File: config.mk
export PLATFORM = sky130hd
export DESIGN_NAME = bbxc_exec
export DESIGN_NICKNAME = d
export VERILOG_FILES = /design/src/common/bbxc_pkg.sv /design/src/design/bbxc_exec.sv
export SDC_FILE = /design/constraint.sdc
export NUM_CORES = 1
export LEC_CHECK = 0
export BUFFER_PORTS_ARGS = -buffer_cell sky130_fd_sc_hd__buf_4
export CORE_ASPECT_RATIO = 2
export CORE_UTILIZATION = 32
export CTS_BUF_LIST = sky130_fd_sc_hd__clkbuf_2 sky130_fd_sc_hd__clkbuf_4 sky130_fd_sc_hd__clkbuf_8
export CTS_CLUSTER_SIZE = 10
export DETAILED_ROUTE_END_ITERATION = 12
export GPL_TIMING_DRIVEN = 0
export MAX_ROUTING_LAYER = met4
export PLACE_DENSITY = 0.5
export SYNTH_ARGS = -nofsm -noshare
export SYNTH_HDL_FRONTEND = slang
export SYNTH_SLANG_ARGS = --single-unit
File: constraint.sdc
create_clock -name mclk_i -period 11.05 [get_ports mclk_i]
set_input_delay 1.105 -clock mclk_i [delete_from_list [all_inputs] [get_ports mclk_i]]
set_output_delay 1.105 -clock mclk_i [all_outputs]
set_load 0.005 [all_outputs]
File: src/common/bbxc_pkg.sv
package bbxc_pkg;
    // ---------------------------------------------------------------
    // Opcodes
    // ---------------------------------------------------------------
    localparam logic [7:0] OPC_BIT_JUMP = 8'h37;
    localparam logic [7:0] OPC_BIT_XOR = 8'h27;
    localparam logic [7:0] OPC_CALL_DIRECT = 8'hF6;
    localparam logic [7:0] OPC_CALL_PAIR = 8'hF4;
    localparam logic [7:0] OPC_CALL_VECTOR = 8'hD4;
    // ---------------------------------------------------------------
    // Instruction lengths and cycle counts
    // ---------------------------------------------------------------
    localparam logic [15:0] LEN_THREE = 16'h0003;
    localparam logic [15:0] LEN_TWO = 16'h0002;
    localparam logic [3:0] CYC_BIT_JUMP = 4'hA;
    localparam logic [3:0] CYC_BIT_XOR = 4'h6;
    localparam logic [3:0] CYC_CALL_DIRECT = 4'hE;
    localparam logic [3:0] CYC_CALL_PAIR = 4'hC;
    localparam logic [3:0] CYC_CALL_VECTOR = 4'hE;
    localparam logic [3:0] CYC_ONE = 4'h1;
    // ---------------------------------------------------------------
    // Second byte fields
    // ---------------------------------------------------------------
    localparam int B2_REG_HI = 7;
    localparam int B2_REG_LO = 4;
    localparam int B2_BIT_HI = 3;
    localparam int B2_BIT_LO = 1;
    localparam int B2_SEL = 0;
    // ---------------------------------------------------------------
    // Flag bit positions
    // ---------------------------------------------------------------
    localparam int FLAG_Z = 6;
    localparam int FLAG_S = 5;
    // ---------------------------------------------------------------
    // Register map (byte addresses)
    // ---------------------------------------------------------------
    localparam logic [7:0] REG_CTRL = 8'h00;
    localparam logic [7:0] REG_FLAGS = 8'h04;
    localparam logic [7:0] REG_SP = 8'h08;
    localparam logic [7:0] REG_STATUS = 8'h0C;
    localparam logic [7:0] REG_LAST_PC = 8'h10;
    localparam int CTRL_EN = 0;
    localparam int ST_BUSY = 0;
    localparam int ST_TAKEN = 1;
    localparam int ST_ILLEGAL = 2;
    localparam logic CTRL_RESET = 1'b1;
    localparam logic [7:0] FLAGS_RESET = 8'h00;
    localparam logic [15:0] SP_RESET = 16'h0000;
    localparam logic [3:0] WORK_BASE = 4'hC;
    // ---------------------------------------------------------------
    // Sequencer states, Gray coded in the order declared
    // ---------------------------------------------------------------
    typedef enum logic [3:0] {
        ST_IDLE = 4'h0,
        ST_RD1 = 4'h1,
        ST_RD2 = 4'h3,
        ST_EXEC = 4'h2,
        ST_VEC1 = 4'h6,
        ST_VEC2 = 4'h7,
        ST_PUSH_LO = 4'h5,
        ST_PUSH_HI = 4'h4,
        ST_WAIT = 4'hC
    } bbxc_state_type;
endpackage

File: src/design/bbxc_exec.sv
// Operation
// - Jump-if-bit-set tests source working register bit; set bit adds displacement to PC.
// - Opcode 37, three bytes, 10 cycles; second byte register, bit index, selector.
// - Displacement is signed, reaching 127 forward to 128 backward.
// - Bit jump and procedure call leave every status flag unchanged.
// - Bit exclusive-OR combines selected bit with bit zero of other operand.
// - Only the selected destination bit is written; source left untouched.
// - Zero flag reflects inverted result, sign cleared, other flags kept.
// - Opcode 27, three bytes, 6 cycles; selector picks the destination form.
// - Call pushes low PC byte then high byte, each after SP decrement.
// - Pushed PC is the address just after the whole call instruction.
// - Call forms F6 direct 3/14, F4 pair 2/12, D4 vector 2/14.
// - Vector call reads two program bytes, high first, into the PC.
// - Selector zero jumps when the tested bit is zero instead.
`timescale 1ns/1ps
`default_nettype none
module bbxc_exec
    import bbxc_pkg::*;
#(
    parameter logic [3:0] WORK_BASE_P = WORK_BASE
) (
    input wire logic mclk_i,
    input wire logic rst_n_i,
    input wire logic instr_valid_i,
    input wire logic [7:0] opcode_i,
    input wire logic [7:0] byte2_i,
    input wire logic [7:0] byte3_i,
    input wire logic [15:0] instr_pc_i,
    output logic busy_o,
    output logic done_o,
    output logic pc_load_o,
    output logic [15:0] pc_o,
    output logic [7:0] rf_addr_o,
    input wire logic [7:0] rf_rdata_i,
    output logic rf_we_o,
    output logic [7:0] rf_wdata_o,
    output logic [15:0] pm_addr_o,
    input wire logic [7:0] pm_rdata_i,
    output logic stk_we_o,
    output logic [15:0] stk_addr_o,
    output logic [7:0] stk_wdata_o,
    output logic [7:0] flags_o,
    input wire logic wb_cyc_i,
    input wire logic wb_stb_i,
    input wire logic wb_we_i,
    input wire logic [7:0] wb_adr_i,
    input wire logic [3:0] wb_sel_i,
    input wire logic [31:0] wb_dat_i,
    output logic [31:0] wb_dat_o,
    output logic wb_ack_o
);
    // ---------------------------------------------------------------
    // Reset release
    // ---------------------------------------------------------------
    logic rst_s1_r;
    logic rst_n;

    always_ff @(posedge mclk_i or negedge rst_n_i) begin
        if (!rst_n_i) begin
            rst_s1_r <= 1'b0;
            rst_n <= 1'b0;
        end else begin
            rst_s1_r <= 1'b1;
            rst_n <= rst_s1_r;
        end
    end

    // ---------------------------------------------------------------
    // Declarations
    // ---------------------------------------------------------------
    bbxc_state_type state_r;
    logic [7:0] opc_r;
    logic [7:0] b2_r;
    logic [7:0] b3_r;
    logic [15:0] ret_r;
    logic [15:0] target_r;
    logic [7:0] opa_r;
    logic [3:0] cnt_r;
    logic taken_r;
    logic ctrl_en_r;
    logic illegal_r;
    logic [7:0] flags_r;
    logic [15:0] sp_r;
    logic [15:0] last_pc_r;
    logic wb_req;
    logic wb_wr;
    logic start;
    logic known_op;
    logic [3:0] cyc_nxt;
    logic [15:0] len_nxt;
    logic [2:0] bit_idx;
    logic sel_bit;
    logic [7:0] work_addr;
    logic xor_bit;
    logic [7:0] xor_word;
    logic xor_wr;
    logic finish;

    assign wb_req = wb_cyc_i && wb_stb_i && !wb_ack_o;
    assign wb_wr = wb_cyc_i && wb_stb_i && wb_ack_o && wb_we_i && wb_sel_i[0];
    assign start = instr_valid_i && (state_r == ST_IDLE) && ctrl_en_r;
    assign bit_idx = b2_r[B2_BIT_HI:B2_BIT_LO];
    assign sel_bit = b2_r[B2_SEL];
    assign work_addr = {WORK_BASE_P, b2_r[B2_REG_HI:B2_REG_LO]};
    assign finish = (state_r == ST_WAIT) && (cnt_r == 4'h0);

    // ---------------------------------------------------------------
    // Opcode decode
    // ---------------------------------------------------------------
    always_comb begin
        known_op = 1'b1;
        cyc_nxt = CYC_ONE;
        len_nxt = LEN_THREE;
        case (opcode_i)
            OPC_BIT_JUMP: begin
                cyc_nxt = CYC_BIT_JUMP;
            end
            OPC_BIT_XOR: begin
                cyc_nxt = CYC_BIT_XOR;
            end
            OPC_CALL_DIRECT: begin
                cyc_nxt = CYC_CALL_DIRECT;
            end
            OPC_CALL_PAIR: begin
                cyc_nxt = CYC_CALL_PAIR;
                len_nxt = LEN_TWO;
            end
            OPC_CALL_VECTOR: begin
                cyc_nxt = CYC_CALL_VECTOR;
                len_nxt = LEN_TWO;
            end
            default: begin
                known_op = 1'b0;
            end
        endcase
    end

    // ---------------------------------------------------------------
    // Bit exclusive-OR datapath
    // ---------------------------------------------------------------
    always_comb begin
        xor_word = opa_r;
        if (sel_bit) begin
            xor_bit = rf_rdata_i[bit_idx] ^ opa_r[0];
            // Only bit b of the any-register destination
            xor_word = rf_rdata_i;
            xor_word[bit_idx] = xor_bit;
        end else begin
            xor_bit = opa_r[0] ^ rf_rdata_i[bit_idx];
            // Only bit zero of the working destination
            xor_word[0] = xor_bit;
        end
    end

    assign xor_wr = (state_r == ST_RD2) && (opc_r == OPC_BIT_XOR);

    // ---------------------------------------------------------------
    // Sequencer
    // ---------------------------------------------------------------
    always_ff @(posedge mclk_i or negedge rst_n) begin
        if (!rst_n) begin
            state_r <= ST_IDLE;
            opc_r <= 8'h00;
            b2_r <= 8'h00;
            b3_r <= 8'h00;
            ret_r <= 16'h0000;
            target_r <= 16'h0000;
            opa_r <= 8'h00;
            cnt_r <= 4'h0;
            taken_r <= 1'b0;
            rf_addr_o <= 8'h00;
            rf_we_o <= 1'b0;
            rf_wdata_o <= 8'h00;
            pm_addr_o <= 16'h0000;
        end else begin
            rf_we_o <= 1'b0;
            if (state_r != ST_IDLE) begin
                cnt_r <= cnt_r - 4'h1;
            end
            case (state_r)
                ST_IDLE: begin
                    if (start && known_op) begin
                        opc_r <= opcode_i;
                        b2_r <= byte2_i;
                        b3_r <= byte3_i;
                        cnt_r <= cyc_nxt - 4'h2;
                        ret_r <= instr_pc_i + len_nxt;
                        taken_r <= 1'b0;
                        case (opcode_i)
                            OPC_BIT_JUMP: begin
                                rf_addr_o <= {WORK_BASE_P, byte2_i[B2_REG_HI:B2_REG_LO]};
                                state_r <= ST_RD1;
                            end
                            OPC_BIT_XOR: begin
                                rf_addr_o <= {WORK_BASE_P, byte2_i[B2_REG_HI:B2_REG_LO]};
                                state_r <= ST_RD1;
                            end
                            OPC_CALL_PAIR: begin
                                rf_addr_o <= byte2_i;
                                state_r <= ST_RD1;
                            end
                            OPC_CALL_VECTOR: begin
                                pm_addr_o <= {8'h00, byte2_i};
                                state_r <= ST_VEC1;
                            end
                            default: begin
                                target_r <= {byte2_i, byte3_i};
                                state_r <= ST_PUSH_LO;
                            end
                        endcase
                    end
                end
                ST_RD1: begin
                    opa_r <= rf_rdata_i;
                    if (opc_r == OPC_BIT_JUMP) begin
                        // Test bit against selector; selector zero inverts
                        taken_r <= (rf_rdata_i[bit_idx] == sel_bit);
                        target_r <= ret_r + {{8{b3_r[7]}}, b3_r};
                        state_r <= ST_WAIT;
                    end else if (opc_r == OPC_BIT_XOR) begin
                        rf_addr_o <= b3_r;
                        state_r <= ST_RD2;
                    end else begin
                        rf_addr_o <= b2_r + 8'h01;
                        state_r <= ST_RD2;
                    end
                end
                ST_RD2: begin
                    if (xor_wr) begin
                        rf_we_o <= 1'b1;
                        rf_wdata_o <= xor_word;
                        rf_addr_o <= sel_bit ? b3_r : work_addr;
                        state_r <= ST_WAIT;
                    end else begin
                        target_r <= {opa_r, rf_rdata_i};
                        state_r <= ST_PUSH_LO;
                    end
                end
                ST_VEC1: begin
                    target_r[15:8] <= pm_rdata_i;
                    pm_addr_o <= pm_addr_o + 16'h0001;
                    state_r <= ST_VEC2;
                end
                ST_VEC2: begin
                    target_r[7:0] <= pm_rdata_i;
                    state_r <= ST_PUSH_LO;
                end
                ST_PUSH_LO: begin
                    state_r <= ST_PUSH_HI;
                end
                ST_PUSH_HI: begin
                    state_r <= ST_WAIT;
                end
                ST_WAIT: begin
                    if (cnt_r == 4'h0) begin
                        state_r <= ST_IDLE;
                    end
                end
                default: begin
                    state_r <= ST_IDLE;
                end
            endcase
        end
    end

    // ---------------------------------------------------------------
    // Stack pushes and stack pointer
    // ---------------------------------------------------------------
    always_ff @(posedge mclk_i or negedge rst_n) begin
        if (!rst_n) begin
            sp_r <= SP_RESET;
            stk_we_o <= 1'b0;
            stk_addr_o <= 16'h0000;
            stk_wdata_o <= 8'h00;
        end else begin
            stk_we_o <= 1'b0;
            // Decrement, low byte, decrement, high byte
            if (state_r == ST_PUSH_LO) begin
                sp_r <= sp_r - 16'h0001;
                stk_we_o <= 1'b1;
                stk_addr_o <= sp_r - 16'h0001;
                stk_wdata_o <= ret_r[7:0];
            end else if (state_r == ST_PUSH_HI) begin
                sp_r <= sp_r - 16'h0001;
                stk_we_o <= 1'b1;
                stk_addr_o <= sp_r - 16'h0001;
                stk_wdata_o <= ret_r[15:8];
            end else if (wb_wr && wb_adr_i == REG_SP && state_r == ST_IDLE) begin
                // Software may move the stack only while nothing runs
                sp_r[7:0] <= wb_dat_i[7:0];
                if (wb_sel_i[1]) begin
                    sp_r[15:8] <= wb_dat_i[15:8];
                end
            end
        end
    end

    // ---------------------------------------------------------------
    // Completion and program counter
    // ---------------------------------------------------------------
    always_ff @(posedge mclk_i or negedge rst_n) begin
        if (!rst_n) begin
            done_o <= 1'b0;
            pc_load_o <= 1'b0;
            pc_o <= 16'h0000;
            busy_o <= 1'b0;
            last_pc_r <= 16'h0000;
        end else begin
            done_o <= finish;
            pc_load_o <= finish;
            busy_o <= (start && known_op) || ((state_r != ST_IDLE) && !finish);
            if (finish) begin
                // Untaken jump and bit xor fall through past the instruction
                if (opc_r == OPC_BIT_XOR || (opc_r == OPC_BIT_JUMP && !taken_r)) begin
                    pc_o <= ret_r;
                    last_pc_r <= ret_r;
                end else begin
                    pc_o <= target_r;
                    last_pc_r <= target_r;
                end
            end
        end
    end

    // ---------------------------------------------------------------
    // Flags
    // ---------------------------------------------------------------
    always_ff @(posedge mclk_i or negedge rst_n) begin
        if (!rst_n) begin
            flags_r <= FLAGS_RESET;
        end else if (xor_wr) begin
            // Z from result, S cleared, others kept
            flags_r[FLAG_Z] <= ~xor_bit;
            flags_r[FLAG_S] <= 1'b0;
        end else if (wb_wr && wb_adr_i == REG_FLAGS) begin
            // Jumps and calls never reach this register
            flags_r <= wb_dat_i[7:0];
        end
    end

    assign flags_o = flags_r;

    // ---------------------------------------------------------------
    // Control and status
    // ---------------------------------------------------------------
    always_ff @(posedge mclk_i or negedge rst_n) begin
        if (!rst_n) begin
            ctrl_en_r <= CTRL_RESET;
            illegal_r <= 1'b0;
        end else begin
            if (wb_wr && wb_adr_i == REG_CTRL) begin
                ctrl_en_r <= wb_dat_i[CTRL_EN];
            end
            // A new fault wins over a clear in the same cycle
            if (start && !known_op) begin
                illegal_r <= 1'b1;
            end else if (wb_wr && wb_adr_i == REG_STATUS && wb_dat_i[ST_ILLEGAL]) begin
                illegal_r <= 1'b0;
            end
        end
    end

    // ---------------------------------------------------------------
    // Wishbone slave, one wait state
    // ---------------------------------------------------------------
    always_ff @(posedge mclk_i or negedge rst_n) begin
        if (!rst_n) begin
            wb_ack_o <= 1'b0;
            wb_dat_o <= 32'h00000000;
        end else begin
            wb_ack_o <= wb_req;
            wb_dat_o <= 32'h00000000;
            if (wb_req && !wb_we_i) begin
                case (wb_adr_i)
                    REG_CTRL: wb_dat_o[CTRL_EN] <= ctrl_en_r;
                    REG_FLAGS: wb_dat_o[7:0] <= flags_r;
                    REG_SP: wb_dat_o[15:0] <= sp_r;
                    REG_STATUS: begin
                        wb_dat_o[ST_BUSY] <= busy_o;
                        wb_dat_o[ST_TAKEN] <= taken_r;
                        wb_dat_o[ST_ILLEGAL] <= illegal_r;
                    end
                    REG_LAST_PC: wb_dat_o[15:0] <= last_pc_r;
                    default: wb_dat_o <= 32'h00000000;
                endcase
            end
        end
    end
endmodule
`default_nettype wire

Word level (Yosys, flattened, before mapping)
Cells that the tools add are included.

Bits in registers: 194. Latch bits: 0. Memory bits (writable): 0. Memory bits (read-only): 0. Input bits: 106. Output and inout port bits: 118. Word-level logic and storage cells: 188. Memories: 0.

Add/sub/neg operators: 7. Multipliers: 0. Div/mod/pow operators: 0. Order comparisons: 2. Equality and inequality tests: 28. Shift-type cells: 0. Mux-type cells: 60. Bitwise logic cells: 3. Reduce and logical (&&, ||, !) cells: 58.

Operators with widths (number): 2-to-1 mux 16 bit (13); 2-to-1 mux 8 bit (8); one-hot mux 8 bit (4 select lines) (2); adder 16 bit (2); == test 8 x 6 -> 1 bit, second input constant (4); one-hot mux 16 bit (2 select lines) (1); one-hot mux 4 bit (8 select lines) (1); one-hot mux 8 bit (2 select lines) (2); 2-to-1 mux 4 bit (7); == test 8 bit, second input constant (3); one-hot mux 8 bit (3 select lines) (1); logical AND 1 bit (21); adder 16 x 1 -> 16 bit, second input constant (1); == test 4 x 3 -> 1 bit, second input constant (4); == test 8 x 4 -> 1 bit, second input constant (2); one-hot mux 4 bit (4 select lines) (1); subtractor 16 x 1 -> 16 bit, second input constant (1); one-hot mux 5 bit (3 select lines) (1); AND reduction 5 bit (3); 2-to-1 mux 7 bit (2); 2-to-1 mux 1 bit (13); nonzero test 4 bit (3); != test 2 bit, second input constant (5); AND reduction 2 bit (5); other kinds (34) (52).

Depth between registers and ports, before layout
Gate-level depths: netlist of the first run.

Depth in word-level cells: 9. Mapped depth: 10. Mapped depth without buffers: 10.

Least setup slack after synthesis of the first run
Ideal clock, no wire load.

Path type: input -> register. Start: in wb_adr_i[1]. End: reg flags_r[0], in the netlist flags_o[0]. Setup time: 0.125 ns. Arrival: 2.750 ns. Data required time: 10.925 ns. Setup slack: 8.175 ns. Stages: 7. Buffers on the path: 1. Path through: or4_4 nor3_2 nor3b_2 nand2_1 or2_1 buf_6 mux2_4.

Cells in the longest elaborated chain, start to end: 3.

RTL lines: start, declared (RTL line bbxc_exec.sv:46) `input wire logic [7:0] wb_adr_i,`; == test 8 x 3 -> 1 bit (RTL line bbxc_exec.sv:335) `end else if (wb_wr && wb_adr_i == REG_FLAGS) begin`; logical AND 1 bit (RTL line bbxc_exec.sv:335); AND reduction 2 bit (no source line); end signal, assigned by index (RTL line bbxc_exec.sv:333) `flags_r[FLAG_Z] <= ~xor_bit;`; end signal, assigned (RTL line bbxc_exec.sv:337) `flags_r <= wb_dat_i[7:0];`; end, declared (RTL line bbxc_exec.sv:82) `logic [7:0] flags_r;`.

Every way passes these cells. A chain may end at the register's enable or synchronous reset.

Worst setup path after layout of the first run
Start: reg state_r[1]. End: reg target_r[7].

Cells in the longest elaborated chain, start to end: 6. Elaborated cells on any way between the ends: 15. Classes of those cells: eq/ne (7); mux (1); reduce/logical (7).

RTL lines: start, declared (RTL line bbxc_exec.sv:71) `bbxc_state_type state_r;`; start signal, assigned (RTL line bbxc_exec.sv:162) `state_r <= ST_IDLE;`; start signal, assigned (RTL line bbxc_exec.sv:192) `state_r <= ST_RD1;`; start signal, assigned (RTL line bbxc_exec.sv:196) `state_r <= ST_RD1;`; zero test 4 bit (RTL line bbxc_exec.sv:101, bbxc_exec.sv:180); logical AND 1 bit (2 in series) (RTL line bbxc_exec.sv:101) `assign start = instr_valid_i && (state_r == ST_IDLE) && ctrl_en_r;`; logical AND 1 bit (RTL line bbxc_exec.sv:182) `if (start && known_op) begin`; != test 2 x 1 -> 1 bit (no source line); AND reduction 5 bit (no source line); end signal, assigned (RTL line bbxc_exec.sv:207) `target_r <= {byte2_i, byte3_i};`; end signal, assigned (RTL line bbxc_exec.sv:218) `target_r <= ret_r + {{8{b3_r[7]}}, b3_r};`; end signal, assigned (RTL line bbxc_exec.sv:235) `target_r <= {opa_r, rf_rdata_i};`; end, declared (RTL line bbxc_exec.sv:76) `logic [15:0] target_r;`.

Several ways; a longest one is shown, not always the timed one.

==> results of run 1 <==
routing by layer:
layer  GRT usage [%]  wire length [µm]  part of all wire, %  vias up
li1                -                 -                    -     4704
met1            23.3             14200                   35     4802
met2            48.1             23800                   58      289
met3            2.73              1270                  3.1       71
met4            10.4              1490                  3.6        0
met5               -                 0                    0        -
path summary, 6_finish.rpt:
check,start,slack (ps),cells past startpoint,end
worst min register to register,rst_n,330,0,target_r[14]
worst max-delay path,state_r[1],7990,6,target_r[7]
worst min-delay path,rst_n,330,0,target_r[14]
min in group mclk_i,rst_s1_r,360,0,rst_n
worst max register to register,state_r[1],7990,6,target_r[7]
max in group asynchronous,rst_n,9720,2,sp_r[1]
worst max-delay path, cell delays in order, from the launching register on:
cell	delay [ps]
dfrtp_1	410
buf_2	190
nor4b_2	640
clkbuf_1	650
clkbuf_1	620
o21ai_0	250
a31oi_1	210
state kept, by name (all words and copies together) (netlist names), 4 cells and up:
register / flops
ret_r: 16
state_r: 4
opa_r: 8
opc_r: 8
sp_r: 16
stk_wdata_o: 8
rf_wdata_o: 8
wb_dat_o: 16
pm_addr_o: 16
target_r: 16
b2_r: 8
rf_addr_o: 8
last_pc_r: 16
cnt_r: 4
b3_r: 8
flags_o: 8
stk_addr_o: 16
cells by family after synthesis:
kind of cell / synth area share (%)
simple gates: 19.2
compound gates: 17.1
flops: 43.8
buf+inv: 4.69
mux: 8.83
xor+xnor: 3.63
fa+ha+maj: 2.66
other cells: 0.0677
final cells by class:
class	instances	area share, %
repair buffers	191	11.0
well taps	441	4.06
flip-flops and latches	194	35.7
plain buffers	81	3.00
inverters	30	0.828
clock buffers	19	1.88
multi-input cells	903	42.5
clock inverters	13	1.01
diodes	1	0.0184
power groups by stage:
stage	Clock [mW]	Sequential (mW)	Combinational (mW)
after floorplan	0	0.947	0.557
after global placement	0	0.986	0.912
after detailed placement	0	0.977	0.933
after CTS	0.506	0.962	0.937
after global routing	0.529	0.978	1.02
final	0.487	0.960	0.926
cells in the final DEF, fill, tap and decap left out, types with 7 or more instances in the layout:
cell,synthesis,routed
nor3_1,20,20
nand2_1,149,149
o22ai_1,8,8
or3_1,13,13
inv_1,30,30
nand4_1,9,9
nand3_1,35,35
mux2_2,25,25
o21ai_1,19,19
conb_1,2,17
and3_1,15,15
o21ai_0,88,88
buf_2,14,14
and2_1,9,9
a222oi_1,14,14
xnor2_1,27,27
a31oi_1,16,16
xor2_1,19,19
clkbuf_8,0,18
dfrtp_1,193,192
nor2_1,108,108
o22a_1,7,7
or2_2,7,7
a21oi_1,80,80
mux2i_1,54,54
nand2b_1,9,9
ha_1,22,22
clkbuf_1,40,40
a22oi_1,15,15
buf_4,19,207
==> qor.log, run 1 <==
qor: logic_synthesis.synth_edf_count 0
qor: sta.finalCritPeriodShare 27.7%
qor: logic_synthesis.netlist.top_cell.by_area dfrtp_1
qor: routing.drt_pre_antenna_iters 7
qor: cells_and_area.area_growth_syn_to_layout 22.5%
qor: placed_design.place_hpwl 33100 µm
qor: power_and_ir_drop.comb_power_share 39.0%
qor: placed_design.routabilityCongestion 0.937
qor: die.floorplan.die_area 35500 µm²
qor: clock_tree.cts_htree_levels 4
qor: min_path.hold_class register to async pin
qor: die.fp.coreArea 34200 µm²
qor: clock_tree.clock_tree_from_tritoncts yes
qor: die.die_height 265 µm
qor: clock_tree.cts_post_setup_buffers_inserted 0
qor: die.die-width 134 µm
qor: sta.rsz_0062_raised_after_global_routing false
qor: clock_tree.numClockSinks 194
qor: clock_tree.cts-hold-fix-buffers 0
qor: sta.totalNegativeSetupSlack 0 ps
qor: run.maxCapViolations 0
qor: sta.timing.final.setup_violations 0
qor: sta.min_period 3060 ps
qor: power_and_ir_drop.swShare 40.8%
qor: logic_synthesis.synth_most_common_cell dfrtp_1
qor: routing.totalWireLength 40800 µm
qor: logic_synthesis.post_synth.cell_area_avg 9.30 µm²
qor: power_and_ir_drop.power.switching 0.968 mW
qor: cells_and_area.final_util 39.7%
qor: grt.grt_start_max_net_pins 58
qor: power_and_ir_drop.p_int 1.41 mW
qor: placed_design.port_buffers 188
qor: routing.post-route-drc-count 0
qor: logic_synthesis.ys_warn_count 0
qor: cells_and_area.design.final.nets 1547
qor: logic_synthesis.most_frequent_cells_after_synthesis dfrtp_1 (193), nand2_1 (149), nor2_1 (108), o21ai_0 (88), a21oi_1 (80)
qor: clock_tree.worst_setup_hold_path_clk_slew 120 ps
qor: setup_path.crit_required 11480 ps
qor: grt.overflow 0
qor: power_and_ir_drop.power.density 175 nW/µm²
qor: die.floorplan.io_pins 224
qor: cells_and_area.final_design_area_no_fill 13600 µm²
qor: logic_synthesis.postSynthRegisterBits 194
qor: cells_and_area.finish.cell_count_without_fillers 1873
qor: setup_path.cp_data_arrival_time 3490 ps
qor: logic_synthesis.synth-seq-area-share 43.8%
qor: logic_synthesis.synthArstFlopShare 100%
qor: setup_path.end_kind register
qor: power_and_ir_drop.irDropWorstVdd 79.6 µV
qor: cells_and_area.sequential_cell_area_in_the_final_layout 4860 µm²
qor: power_and_ir_drop.p_leak 6.18 nW
qor: setup_path.timing.critical_path.fanout_max 10
qor: placed_design.pre_cts_slack 7540 ps
qor: logic_synthesis.gate_count_after_technology_mapping 1193
qor: logic_synthesis.ys_types 91
qor: sta.slew_hr 27.8%
qor: clock_tree.numCtsBuffers 17
qor: power_and_ir_drop.fin_total_pwr 2.37 mW
qor: placed_design.numPlacedInstances 1840
qor: die.std_cell_rows 96
qor: sta.setup_slack 7990 ps
qor: routing.routed_via_density 5.27
qor: setup_path.crit_type register to register
qor: routing.detail_route.iter0.violations 612
qor: routing.vias 9866
qor: sta.clock-skew-final 17.7 ps
qor: logic_synthesis.post_synth_main_area_contributors dfrtp_1 (44%), nand2_1 (5.0%), mux2i_1 (4.9%), o21ai_0 (4.0%), nor2_1 (3.7%)
qor: cells_and_area.fillers 3535
qor: grt.grt_util_all_layers 24.4%
qor: grt.wire_length_of_the_first_global_routing_pass 61900 µm
qor: power_and_ir_drop.share_clk_of_total_power 20.5%
qor: clock_tree.post_cts_resized 0
qor: grt.grt_pass1_vias 10100
qor: routing.final_antenna_net_count 0
qor: status.run_status finished, final reports clean
qor: sta.timing.hold.ws 329 ps
qor: sta.hold_viol_final 0
qor: sta.maxClockFrequency 327 MHz
qor: sta.timing_worst_slew_pin_value 1070 ps
qor: placed_design.placed_area 13200 µm²
qor: setup_path.cp-start-kind register
qor: clock_tree.worstSkewPairLatency 510 ps
qor: logic_synthesis.yosysTopAreaCellShare 43.5%
qor: grt.antenna_violations_before_repair 1
qor: power_and_ir_drop.seqPwrFrac 40.5%
qor: clock_tree.max-clock-path-buffers 2
qor: clock_tree.cts_root_buffer clkbuf_8
qor: routing.avgRoutedWirePerCell 21.8 µm
qor: logic_synthesis.post_synthesis_cell_area 11100 µm²
qor: cells_and_area.drive_gt1_share 22.6%
qor: sta.final-max-slew-violation-count 0
qor: logic_synthesis.dominantRegCellSynth dfrtp_1
qor: cells_and_area.multi_input_comb_area 5770 µm²
qor: die.start_util 32.4%
(Power assumes the default switching activity.)
==> inputs of run 2 (changes only) <==
==> constraint.sdc (replaced) <==
create_clock -name mclk_i -period 2.9 [get_ports mclk_i]
set_input_delay 0.29 -clock mclk_i [delete_from_list [all_inputs] [get_ports mclk_i]]
set_output_delay 0.29 -clock mclk_i [all_outputs]
set_load 0.005 [all_outputs]
==> run 2 against run 1 <==
Register-to-register slack lost 7900 ps. Utilization increased by 0.72 points. Combinational power rose to 3.9 times the previous value. Die area stayed put. Sequential power rose to 3.8 times the previous value. Critical path type unchanged. Critical endpoint is now target_r[6]. Largest power group unchanged.
==> qor.log, run 2 (same netlist as run 1, synthesis figures left out) <==
qor: status.run_status finished, final reports clean
qor: routing.routed_via_density 5.26
qor: power_and_ir_drop.power.switching 3.71 mW
qor: power_and_ir_drop.fin_total_pwr 9.10 mW
qor: clock_tree.clock_tree_from_tritoncts yes
qor: clock_tree.worstSkewPairLatency 530 ps
qor: sta.min_period 2800 ps
qor: setup_path.end_kind register
qor: sta.totalNegativeSetupSlack 0 ps
qor: cells_and_area.fillers 3543
qor: sta.maxClockFrequency 358 MHz
qor: setup_path.crit_type register to register
qor: routing.detail_route.iter0.violations 518
qor: power_and_ir_drop.p_leak 6.29 nW
qor: routing.post-route-drc-count 0
qor: power_and_ir_drop.swShare 40.8%
qor: clock_tree.cts_root_buffer clkbuf_8
qor: die.die-width 134 µm
qor: grt.overflow 0
qor: cells_and_area.design.final.nets 1570
qor: grt.grt_start_max_net_pins 65
qor: power_and_ir_drop.p_int 5.39 mW
qor: routing.totalWireLength 40800 µm
qor: cells_and_area.drive_gt1_share 22.6%
qor: routing.avgRoutedWirePerCell 21.5 µm
qor: die.fp.coreArea 34200 µm²
qor: clock_tree.max-clock-path-buffers 2
qor: grt.grt_util_all_layers 24.5%
qor: sta.rsz_0062_raised_after_global_routing false
qor: clock_tree.worst_setup_hold_path_clk_slew 110 ps
qor: grt.antenna_violations_before_repair 1
qor: sta.timing_worst_slew_pin_value 921 ps
qor: sta.timing.hold.ws 23.1 ps
qor: die.floorplan.io_pins 224
qor: power_and_ir_drop.power.density 658 nW/µm²
qor: min_path.hold_class input port to register
qor: run.maxCapViolations 0
qor: grt.grt_pass1_vias 10200
qor: routing.drt_pre_antenna_iters 5
qor: clock_tree.cts_htree_levels 4
qor: clock_tree.numCtsBuffers 17
qor: cells_and_area.final_util 40.4%
qor: sta.finalCritPeriodShare 96.5%
qor: clock_tree.numClockSinks 194
qor: setup_path.crit_required 3360 ps
qor: power_and_ir_drop.share_clk_of_total_power 20.6%
qor: die.floorplan.die_area 35500 µm²
qor: setup_path.timing.critical_path.fanout_max 10
qor: power_and_ir_drop.comb_power_share 39.2%
qor: cells_and_area.area_growth_syn_to_layout 24.8%
qor: routing.final_antenna_net_count 0
qor: setup_path.cp-start-kind register
qor: sta.slew_hr 38.4%
qor: grt.wire_length_of_the_first_global_routing_pass 61800 µm
qor: power_and_ir_drop.seqPwrFrac 40.1%
qor: cells_and_area.layout_common_cells buf_4 (208), dfrtp_1 (192), nand2_1 (149)
qor: setup_path.reg2reg_setup_slack 100 ps
qor: placed_design.port_buffers 188
qor: die.std_cell_rows 96
qor: sta.timing.final.setup_violations 0
qor: routing.vias 9971
qor: sta.hold_viol_final 0
qor: setup_path.cp_data_arrival_time 3250 ps
qor: placed_design.routabilityCongestion 0.946
qor: die.start_util 32.4%
qor: sta.final-max-slew-violation-count 0
qor: placed_design.place_hpwl 32800 µm
qor: cells_and_area.layout.cells.most_common buf_4
qor: die.die_height 265 µm
qor: sta.clock-skew-final 18.9 ps
qor: power_and_ir_drop.irDropWorstVdd 313 µV
## run 2: through the flow
stage	std cells	cell area, µm²	worst slack [ps]
after floorplan	1208	11200	684
after global placement	1837	13100	-120
after detailed placement	1840	13200	-118
after CTS	1894	13800	48.8
after global routing	1896	13800	4.17
final	1896	13800	103
## run 2: cell type report
class / count / area (µm²) / share of cell area [%]
multi-input cells: 903 / 5790 / 41.8
flip-flops and latches: 194 / 4860 / 35.1
repair buffers: 214 / 1720 / 12.4
well taps: 441 / 552 / 3.99
plain buffers: 81 / 410 / 2.97
clock buffers: 19 / 255 / 1.84
clock inverters: 13 / 138 / 0.994
inverters: 30 / 113 / 0.814
diodes: 1 / 2.50 / 0.0181
## run 2: repair_timing
action	CTS	global route
setup endpoints to repair	12	9
cloned	0	0
endpoints found under the hold margin	23	0
resized for setup	4	2
pin swaps	0	0
buffers inserted	0	1
hold buffers	22	0
## run 2: power groups by stage
| stage | sequential (mW) | clock (mW) | combinational (mW) |
|---|---|---|---|
| after floorplan | 3.61 | 0 | 2.12 |
| after global placement | 3.76 | 0 | 3.45 |
| after detailed placement | 3.71 | 0 | 3.55 |
| after CTS | 3.66 | 1.94 | 3.59 |
| after global routing | 3.72 | 2.04 | 3.94 |
| final | 3.65 | 1.88 | 3.57 |
## run 2: metal layers
layer / vias to the layer above / part of all wire, % / global-route usage [%]
li1: 4741 / - / -
met1: 4806 / 35 / 23.3
met2: 315 / 56 / 45.7
met3: 109 / 3.4 / 3.24
met4: 0 / 6.2 / 15.4
met5: - / 0 / -
## run 2: critical path: stages (launching register included)
cell      delay (ps)
dfrtp_1          400
buf_2            190
nor4b_2          670
clkbuf_2         430
clkbuf_1         570
o21ai_0          240
a31oi_1          220
## run 2: final timing paths
kind,from,to,cells after the start
max in group asynchronous,rst_n,flags_o[0],2
min reg2reg,rst_n,rf_we_o,0
min,opcode_i[6],opc_r[6],2
min in group asynchronous,rst_n_i,rst_n,2
max reg2reg,state_r[1],target_r[6],6
max,state_r[1],target_r[6],6
